[config.mk]
export PLATFORM = sky130hd
export DESIGN_NAME = fidw_device_flat
export DESIGN_NICKNAME = d
export VERILOG_FILES = /design/src/verilog/fidw_pkg.sv /design/src/verilog/fidw_link_if.sv /design/src/verilog/fidw_sync.sv /design/src/verilog/fidw_device.sv /design/src/flat_wrapper.sv
export VERILOG_INCLUDE_DIRS = /design/src /design/src/verilog
export SDC_FILE = /design/constraint.sdc
export NUM_CORES = 1
export LEC_CHECK = 0
export ABC_AREA = 1
export BUFFER_PORTS_ARGS = -buffer_cell sky130_fd_sc_hd__buf_4
export CORE_AREA = 5 5 70 72
export CTS_CLUSTER_SIZE = 24
export DETAILED_ROUTE_END_ITERATION = 7
export DIE_AREA = 0 0 75 77
export HOLD_SLACK_MARGIN = 0.08
export PLACE_DENSITY = 0.76
export RECOVER_POWER = 50
export SYNTH_ARGS = -nofsm -noshare
export SYNTH_HDL_FRONTEND = slang
export SYNTH_SLANG_ARGS = --single-unit
[constraint.sdc]
create_clock -name mclk -period 4.2 [get_ports mclk]
set_input_delay 0 -clock mclk [delete_from_list [all_inputs] [get_ports mclk]]
set_output_delay 0 -clock mclk [all_outputs]
set_load 0.02 [all_outputs]
[src/verilog/fidw_consts.svh]
// Function
// - Deep sleep ignores all but wake command.
// - Plain wake: opcode, raise select, resume later.
// - Host keeps select high during wake delay.
// - Plain wake delay at most 3 microseconds.
// - Wake plus three dummy bytes returns identifier; from deep sleep the code leaves the line released and the host reads FFh.
// - Identifier eight bits, falling edge, MSB first.
// - Identifier byte repeats while host keeps clocking.
// - Raising select ends read, output released.
// - Identifier wake needs identifier wake delay.
// - Identifier wake delay at most 1.8 microseconds.
// - Wake ignored while write in progress.
// - Opcode 90h, address zero: manufacturer then device.
// - Address one: device byte before manufacturer byte.
// - Opcode 9Fh: manufacturer, memory type, capacity.
// Purpose: Constants shared by both ends of the identifier command link.
// Assumes: 50 MHz system clock.
// Notes:   Identity values are arbitrary.
`ifndef FIDW_CONSTS_SVH
`define FIDW_CONSTS_SVH
`define FIDW_OP_WAKE       8'hAB
`define FIDW_OP_MFR_DEV    8'h90
`define FIDW_OP_STD_ID     8'h9F
`define FIDW_OP_SLEEP      8'hB9
`define FIDW_MFR_ID        8'h5A
`define FIDW_DEV_ID        8'h3C
`define FIDW_MEM_TYPE      8'h40
`define FIDW_CAPACITY      8'h15
`define FIDW_CLK_MHZ       50
`define FIDW_PLAIN_WAKE_NS 3000
`define FIDW_ID_WAKE_NS    1800
`define FIDW_PLAIN_WAKE_CYC ((`FIDW_PLAIN_WAKE_NS * `FIDW_CLK_MHZ) / 1000)
`define FIDW_ID_WAKE_CYC    ((`FIDW_ID_WAKE_NS * `FIDW_CLK_MHZ) / 1000)
`define FIDW_SCK_HALF      8'h04
`define FIDW_CS_GAP        8'h08
`define FIDW_SYNC_LAT      3
`define FIDW_RELEASED_BYTE 8'hFF
`endif

[src/verilog/fidw_pkg.sv]
// Purpose: Types shared by both ends.
// Assumes: Nothing.
// Notes:   None.
package fidw_pkg;
    typedef enum logic [1:0] {
        FIDW_CMD_WAKE   = 2'h0,
        FIDW_CMD_MFR    = 2'h1,
        FIDW_CMD_STD_ID = 2'h2,
        FIDW_CMD_SLEEP  = 2'h3
    } fidw_cmd_t;
endpackage

[src/verilog/fidw_link_if.sv]
// Purpose: Serial link between host controller and identifier device.
// Assumes: Host drives select and clock; device drives data out.
// Notes:   Output enable of the device data pin is low while driving.
`timescale 1ns/100ps
`default_nettype none
interface fidw_link_if;
    logic cs_n;
    logic sck;
    logic mosi;
    logic miso_o;
    logic miso_oe_n;
    modport host (output cs_n, output sck, output mosi, input miso_o, input miso_oe_n);
    modport dev  (input cs_n, input sck, input mosi, output miso_o, output miso_oe_n);
endinterface
`default_nettype wire

[src/verilog/fidw_sync.sv]
// Purpose: Two-flop synchroniser with edge detection for one link pin.
// Assumes: Input is asynchronous to mclk.
// Notes:   Edges come from the second flop and its copy.
`timescale 1ns/100ps
`default_nettype none
module fidw_sync (
    input  wire logic mclk,
    input  wire logic arst_n,
    input  wire logic din,
    input  wire logic rst_val,
    output var  logic dout,
    output var  logic rise,
    output var  logic fall
);
    logic s1_q;
    logic s2_q;
    logic s3_q;
    always_ff @(posedge mclk or negedge arst_n) begin
        if (!arst_n) begin
            s1_q <= 1'b1;
            s2_q <= 1'b1;
            s3_q <= 1'b1;
        end else begin
            s1_q <= din;
            s2_q <= s1_q;
            s3_q <= s2_q;
        end
    end
    assign dout = s2_q;
    assign rise = s2_q & ~s3_q & ~rst_val;
    assign fall = ~s2_q & s3_q & ~rst_val;
endmodule
`default_nettype wire

[src/verilog/fidw_device.sv]
// Purpose: Flash identifier and wake command logic, device end.
// Assumes: Mode-0 framing; write cycles are signalled by a plain input.
// Notes:   Sleep entry is accepted so that wake has something to leave.
`timescale 1ns/100ps
`default_nettype none
`include "fidw_consts.svh"
module fidw_device (
    input  wire logic mclk,
    input  wire logic arst_n,
    fidw_link_if.dev  link,
    input  wire logic write_in_progress_flag,
    output var  logic deep_sleep_mode,
    output var  logic wake_busy
);
    import fidw_pkg::*;

    // ------------------------------------------------------------
    // Pin synchronisation
    // ------------------------------------------------------------
    logic cs_n_s;
    logic cs_rise;
    logic cs_fall;
    logic sck_rise;
    logic sck_fall;
    logic mosi_s;
    fidw_sync u_cs (.mclk(mclk), .arst_n(arst_n), .din(link.cs_n), .rst_val(1'b0),
                    .dout(cs_n_s), .rise(cs_rise), .fall(cs_fall));
    fidw_sync u_sck (.mclk(mclk), .arst_n(arst_n), .din(link.sck), .rst_val(cs_n_s),
                     .dout(), .rise(sck_rise), .fall(sck_fall));
    fidw_sync u_mosi (.mclk(mclk), .arst_n(arst_n), .din(link.mosi), .rst_val(1'b0),
                      .dout(mosi_s), .rise(), .fall());

    // ------------------------------------------------------------
    // Frame decoding
    // ------------------------------------------------------------
    logic [5:0]  bit_cnt_q;
    logic [7:0]  op_q;
    logic [23:0] addr_q;
    logic [7:0]  shift_in;
    assign shift_in = {op_q[6:0], mosi_s};

    always_ff @(posedge mclk or negedge arst_n) begin
        if (!arst_n) begin
            bit_cnt_q <= 6'h00;
            op_q      <= 8'h00;
            addr_q    <= 24'h000000;
        end else if (cs_fall) begin
            bit_cnt_q <= 6'h00;
        end else if (sck_rise) begin
            if (bit_cnt_q != 6'h3F) begin
                bit_cnt_q <= bit_cnt_q + 6'h01;
            end
            if (bit_cnt_q < 6'h08) begin
                op_q <= shift_in;
            end else if (bit_cnt_q < 6'h20) begin
                addr_q <= {addr_q[22:0], mosi_s};
            end
        end
    end

    // ------------------------------------------------------------
    // Sleep and wake
    // ------------------------------------------------------------
    logic [7:0] wake_cnt_q;
    logic       op_done;
    assign op_done = cs_rise && (bit_cnt_q >= 6'h08);
    always_ff @(posedge mclk or negedge arst_n) begin
        if (!arst_n) begin
            deep_sleep_mode <= 1'b0;
            wake_busy       <= 1'b0;
            wake_cnt_q      <= 8'h00;
        end else if (op_done && op_q == `FIDW_OP_WAKE && !write_in_progress_flag
                     && !wake_busy) begin
            deep_sleep_mode <= 1'b0;
            if (deep_sleep_mode) begin
                wake_busy  <= 1'b1;
                // Synchroniser latency is taken off so the delay counts from the pin.
                wake_cnt_q <= (bit_cnt_q == 6'h08)
                              ? 8'(`FIDW_PLAIN_WAKE_CYC - `FIDW_SYNC_LAT)
                              : 8'(`FIDW_ID_WAKE_CYC - `FIDW_SYNC_LAT);
            end
        end else if (op_done && op_q == `FIDW_OP_SLEEP && bit_cnt_q == 6'h08
                     && !deep_sleep_mode && !wake_busy && !write_in_progress_flag) begin
            deep_sleep_mode <= 1'b1;
        end else if (wake_busy) begin
            if (wake_cnt_q <= 8'h01) begin
                wake_busy <= 1'b0;
            end
            wake_cnt_q <= wake_cnt_q - 8'h01;
        end
    end

    // ------------------------------------------------------------
    // Identifier output
    // ------------------------------------------------------------
    logic       active;
    logic [7:0] out_byte;
    logic [1:0] byte_sel;
    always_comb begin
        active   = 1'b0;
        out_byte = 8'h00;
        byte_sel = bit_cnt_q[4:3];
        if (!deep_sleep_mode && !wake_busy && !write_in_progress_flag) begin
            if (op_q == `FIDW_OP_WAKE && bit_cnt_q >= 6'h20) begin
                active   = 1'b1;
                out_byte = `FIDW_DEV_ID;
            end else if (op_q == `FIDW_OP_MFR_DEV && bit_cnt_q >= 6'h20) begin
                active = 1'b1;
                if (addr_q[0] ^ byte_sel[0]) begin
                    out_byte = `FIDW_DEV_ID;
                end else begin
                    out_byte = `FIDW_MFR_ID;
                end
            end else if (op_q == `FIDW_OP_STD_ID && bit_cnt_q >= 6'h08) begin
                active = 1'b1;
                // Past the third byte the capacity byte repeats.
                unique case (bit_cnt_q[5] ? 2'h3 : byte_sel)
                    2'h1:    out_byte = `FIDW_MFR_ID;
                    2'h2:    out_byte = `FIDW_MEM_TYPE;
                    default: out_byte = `FIDW_CAPACITY;
                endcase
            end
        end
    end

    logic [2:0] obit_q;
    always_ff @(posedge mclk or negedge arst_n) begin
        if (!arst_n) begin
            link.miso_o    <= 1'b0;
            link.miso_oe_n <= 1'b1;
            obit_q         <= 3'h7;
        end else if (cs_rise) begin
            link.miso_oe_n <= 1'b1;
            obit_q         <= 3'h7;
        end else if (sck_fall && active && !cs_n_s) begin
            link.miso_oe_n <= 1'b0;
            link.miso_o    <= out_byte[obit_q];
            obit_q         <= obit_q - 3'h1;
        end
    end
endmodule
`default_nettype wire

[src/flat_wrapper.sv]
// flat-port wrapper written by rule: the top's interface ports become plain ports
module fidw_device_flat import fidw_pkg::*;
  (mclk, arst_n, write_in_progress_flag, deep_sleep_mode, wake_busy, link_cs_n, link_sck, link_mosi, link_miso_o, link_miso_oe_n);
  fidw_link_if link_i ();
  input  wire logic mclk;
  input  wire logic arst_n;
  input  wire logic write_in_progress_flag;
  output var  logic deep_sleep_mode;
  output var  logic wake_busy;
  input wire logic [$bits(link_i.cs_n)-1:0] link_cs_n;
  input wire logic [$bits(link_i.sck)-1:0] link_sck;
  input wire logic [$bits(link_i.mosi)-1:0] link_mosi;
  output wire logic [$bits(link_i.miso_o)-1:0] link_miso_o;
  output wire logic [$bits(link_i.miso_oe_n)-1:0] link_miso_oe_n;
  assign link_i.cs_n = link_cs_n;
  assign link_i.sck = link_sck;
  assign link_i.mosi = link_mosi;
  assign link_miso_o = link_i.miso_o;
  assign link_miso_oe_n = link_i.miso_oe_n;
  fidw_device u_core (.mclk(mclk), .arst_n(arst_n), .link(link_i), .write_in_progress_flag(write_in_progress_flag), .deep_sleep_mode(deep_sleep_mode), .wake_busy(wake_busy));
endmodule
# Word-level counts from Yosys, hierarchy flattened
# Cells that the tools add are included.
[totals] register_bits=38 input_bits=6 out_inout_bits=4 word_cells=113
[classes] add_sub_neg=3 magnitude_cmp=6 eq_ne=10 muxes=32 bitwise=14 n_reduce_logical=31
[ops] cell="2-to-1 mux 8 bit" count=9
[ops] cell="equality test 8 bit, second input constant" count=4
[ops] cell="2-to-1 mux 6 bit" count=3
[ops] cell="logical AND 1 bit" count=16
[ops] cell="2-to-1 mux 1 bit" count=14
[ops] cell="one-hot mux 7 bit (2 select lines)" count=1
[ops] cell="nonzero test 2 bit" count=5
[ops] cell="<= comparator 8 x 1 -> 1 bit, second input constant" count=1
[ops] cell="subtractor 8 x 1 -> 8 bit, second input constant" count=1
[ops] cell="2-to-1 mux 7 bit" count=1
[ops] cell="NOT 1 bit" count=7
[ops] cell="adder 6 x 1 -> 6 bit, second input constant" count=1
[ops] cell="bitwise AND 1 bit" count=6
[ops] cell="equality test 6 x 4 -> 1 bit, second input constant" count=1
[ops] cell=">= comparator 6 x 4 -> 1 bit, second input constant" count=1
[ops] cell=">= comparator 6 bit, second input constant" count=1
[ops] cell="< comparator 6 x 4 -> 1 bit, second input constant" count=1
[ops] cell="< comparator 6 bit, second input constant" count=1
[ops] cell="2-to-1 mux 3 bit" count=2
[ops] cell="inequality test 6 bit, second input constant" count=1
[ops] cell="AND reduction 2 bit" count=3
[ops] cell="AND reduction 3 bit" count=2
[ops] cell="zero test 1 bit" count=4
[ops] cell="< comparator 3 x 4 -> 1 bit, second input constant" count=1
[ops] cell="other kinds (8)" count=9

# Longest topological paths before layout
[logic_depth] word_depth=10 ltp_mapped=12 mapped_depth_nobuf=12

# Hierarchy
# A second synthesis with hierarchy kept.
[hier_totals] hier_cells=269 hier_area_um2=2185.8
[by_module_without_submodules] mod="fidw_device" n_inst=1 cells_each=242 area_each_um2=1881.8 seq_area_each_um2=755.7
[by_module_without_submodules] mod="fidw_sync" n_inst=3 cells_each=9 area_each_um2=101.3 seq_area_each_um2=78.8

# Worst setup path before layout
# No wires, ideal clock.
[synth_timing] path_type="register to register" startpoint="register u_core.u_cs.s2_q (netlist: u_core.u_cs.dout)" endpoint="register u_core.wake_cnt_q[3]" setup_ns=0.073 t_arrival_ns=1.416 required_ns=4.127 setup_slack_ns=2.711 stages_incl_launch_ff=11 n_path_buf=1 path_cell_list="dfstp_2 > inv_1 > nor2_1 > and3_1 > nand2_2 > inv_4 > nand2_4 > nand2_4 > buf_6 > nand2_2 > a21oi_2"
[synth_via] elab_chain_len=9
[synth_lines] item="start, declared" line_no="fidw_sync.sv:16" text="logic s2_q;"
[synth_lines] item="start signal, assigned" line_no="fidw_sync.sv:25" text="s2_q <= s1_q;"
[synth_lines] item="bitwise AND 1 bit *" line_no="fidw_sync.sv:30" text="assign rise = s2_q & ~s3_q & ~rst_val;"
[synth_lines] item="logical AND 1 bit *" line_no="fidw_device.sv:66" text="assign op_done = cs_rise && (bit_cnt_q >= 6'h08);"
[synth_lines] item="logical AND 1 bit (no source line)"
[synth_lines] item="logical AND 1 bit (4 in series)" line_no="fidw_device.sv:82" text="end else if (op_done && op_q == `FIDW_OP_SLEEP && bit_cnt_q == 6'h08"
[synth_lines] item="inequality test 2 x 1 -> 1 bit (no source line)"
[synth_lines] item="AND reduction 3 bit (no source line)"
[synth_lines] item="end signal, assigned" line_no="fidw_device.sv:78" text="wake_cnt_q <= (bit_cnt_q == 6'h08)"
[synth_lines] item="end signal, assigned" line_no="fidw_device.sv:89" text="wake_cnt_q <= wake_cnt_q - 8'h01;"
[synth_lines] item="end, declared" line_no="fidw_device.sv:64" text="logic [7:0] wake_cnt_q;"
# Every way passes the cells marked *; elsewhere a longest branch is shown, timed or not.
# A chain may end at the register's enable or synchronous reset.

==> results.md <==
- Actual slew at the worst max-slew pin: 1.97 ns
- Slowest Stage Delay on Critical Path: 1.41 ns
- Worst-path cell chain: dlygate4sd3_1 > clkbuf_1
- Area growth, synth to finish: 12.1%
- Synth top area cells: dfrtp_1, dfstp_2, nand2_1
- Failing checks: max-capacitance violations, max-slew violations
- Total Routed Length: 3.68 mm
- Synth Warn #: 0
- Drt drc: 0
- Design area: 0.00226 mm²
- Layout cells sized above 1: 12.2%
- CTS root buf: clkbuf_8
- Top Family by Delay on Critical Path: buffers and inverters
- Routability cong.: 0.834
- Leakage: 0.00118 µW
- Clock slew at reported path FFs: 0.08 ns
- WL/cell: 11.2 µm
- Worst IR Drop VDD: 0.000222 V
- Worst path arrival time: 1.94 ns
- Relative slew slack: -31.4%
- Tmin final: 1.93 ns
- Vias/cell: 4.97
- Number of buffers added for setup after CTS: 0
- CP startpoint kind: input port
- Final setup vio count: 0
- Top-count cell post-synth: nand2_1
- PD cells: 328 mW/mm²
- Setup crit end kind: asynchronous set/reset pin
- DR iter-0 viols: 107
- Asr flop ratio synth: 100%
- Setup Skew: 0.00877 ns
- Max_cap viols: 1
- Max-slew violations: 39
- Post-synthesis instance total: 259
- #FFs+latches synth: 38
- WP data required: 4.21 ns
- Vias in the first global route: 1591
- Core Region: 0.00423 mm²
- Placed cell count: 318
- IO Count: 10
- Chip height: 77 µm
- Syn nets: 272
- H-tree depth: 2
- CTS Buf Count: 5
- First-pass GRT wire length: 6.89 mm
- EDFF count, synth: 0
- Via count: 1640
- Slowest CP cell: clkbuf_1
- Final hold viol count: 0
- Synth top area share: 32.2%
- Most used DFF post-synth: dfrtp_1
- Worst Path Max Fanout: 38
- Tcrit/Tclk final: 46.0%
- Die W: 75 µm
- Full die area: 0.00578 mm²
- Placed cell area: 0.00214 mm²
- Ant. Diodes: 0
- Fin nets: 290
- Status: finished, violations left
- TritonCTS clock tree: built
- Netlist cell types: 25
- Largest net degree at the start of global routing: 39
- GRT overflow: 0
- Max Clk Rate: 0.517 GHz
- RSZ-0062 raised after global routing: false
- Synth area leader: dfrtp_1
- Worst hold path class: in -> reg
- Setup TNS Final: 0 ns
- Clock sink count: 38
- FF/Latch Area: 966 µm²
- Post-route ant nets: 0
- Crit Path Class: in -> async
- DR pass1 iterations: 4
- DP Wirelength: 2.69 mm
- Worst skew pair latency: 0.29 ns
- Fillers: 398
- I/O Buffers: 9
- Cell Area, Synth: 0.00202 mm²
- Sequential fraction of the synthesis area: 47.8%
- Multi-input gate area: 871 µm²
- Initial Utilization: 47.7%
- Initial antenna violation count: 0
- Gr usage total: 15.1%
- Total Power: 743 µW
- Commonest cells post-synth: nand2_1, inv_1, nor2_1
- Critical path buffer and inverter count: 2
- Row count: 24
- Clock Tree Buf Depth: 2
- Final Non-Filler Cells: 330
- Average size of a mapped cell: 7.80 µm²
## layer usage
layer,track usage (%),wire (µm)
met1,19.8,1710
met5,0,0
met2,23.4,1760
met3,3.92,136
met4,5.87,70
## power by group
| group | total (µW) | switching (µW) | internal (µW) |
|---|---|---|---|
| registers | 414 | 21.3 | 393 |
| logic | 67.5 | 43.3 | 24.2 |
| clock network | 261 | 128 | 132 |
## kinds of logic (layout without fill, tap and decap cells)
group / count (synthesis) / in the layout / share of synthesized area, %
adders and majority gates: 7 / 7 / 4.34
xor gates and xnor gates: 4 / 4 / 1.73
DFF: 38 / 38 / 47.8
and+or+nand+nor: 137 / 137 / 29.6
buffers and inverters: 46 / 65 / 9.05
AOI/OAI and AO/OA: 27 / 27 / 7.44
## placed cells by master, fill, tap and decap left out, types with 2 or more instances in the layout
master          n
a21oi_1         6
a21oi_2         2
buf_4           5
clkbuf_1        2
clkbuf_4        3
clkbuf_8        6
dfrtp_1        26
dfstp_1         2
dfstp_2        10
dlygate4sd3_1   4
ha_1            7
inv_1          43
nand2_1        65
nand2_2         2
nand2_4         3
nand3_1        17
nand4_1         4
nor2_1         35
nor3_1          6
nor4_1          3
o21ai_0        13
o21ai_1         3
xor2_1          4
## flip-flops by register name, indices dropped and copies added, names as in the netlist, 3 cells and up
register           cells
u_core.op_q            8
u_core.obit_q          3
u_core.bit_cnt_q       6
u_core.wake_cnt_q      8
## per-stage QoR
stage | hold slack, ns | worst slack (ns) | util, %
global route | 0.216 | 1.80 | 53.5
CTS | 0.131 | 2.51 | 53.6
floorplan | -0.296 | 2.71 | -
global placement | -0.00748 | 2.55 | 50.5
finish | 0.135 | 2.27 | 53.5
detailed placement | -0.00336 | 2.51 | 50.5
## worst paths after layout
check	from	to	slack (ns)	depth (start not counted)
setup / recovery	arst_n	u_core.wake_cnt_q[6]$_DFFE_PN0P_	2.27	2
hold / removal	write_in_progress_flag	u_core.deep_sleep_mode$_DFFE_PN0P_	0.14	6
setup reg to reg	u_core.u_cs.dout$_DFF_PN1_	u_core.wake_cnt_q[1]$_DFFE_PN0P_	2.51	9
hold reg to reg	u_core.u_cs.s1_q$_DFF_PN1_	u_core.u_cs.dout$_DFF_PN1_	0.36	0
max in group mclk	u_core.u_cs.dout$_DFF_PN1_	u_core.wake_cnt_q[1]$_DFFE_PN0P_	2.51	9
min in group asynchronous	arst_n	u_core.bit_cnt_q[1]$_DFFE_PN0P_	0.80	2
## cell type report
cell class              count  area share [%]
clock inverters             1           0.221
repair buffers             13            4.59
clock buffers               7            3.81
inverters                  44            7.40
multi-input cells         175            38.5
well taps                  52            2.87
flip-flops and latches     38            42.7
## repair_timing
item / 4_1_cts / 5_1_grt
setup endpoints to repair: 0 / 0
endpoints found under the hold margin: 41 / 0
resized for setup: 0 / 0
hold buffers: 4 / 0
No activity file was read; power rests on OpenSTA's default activity.
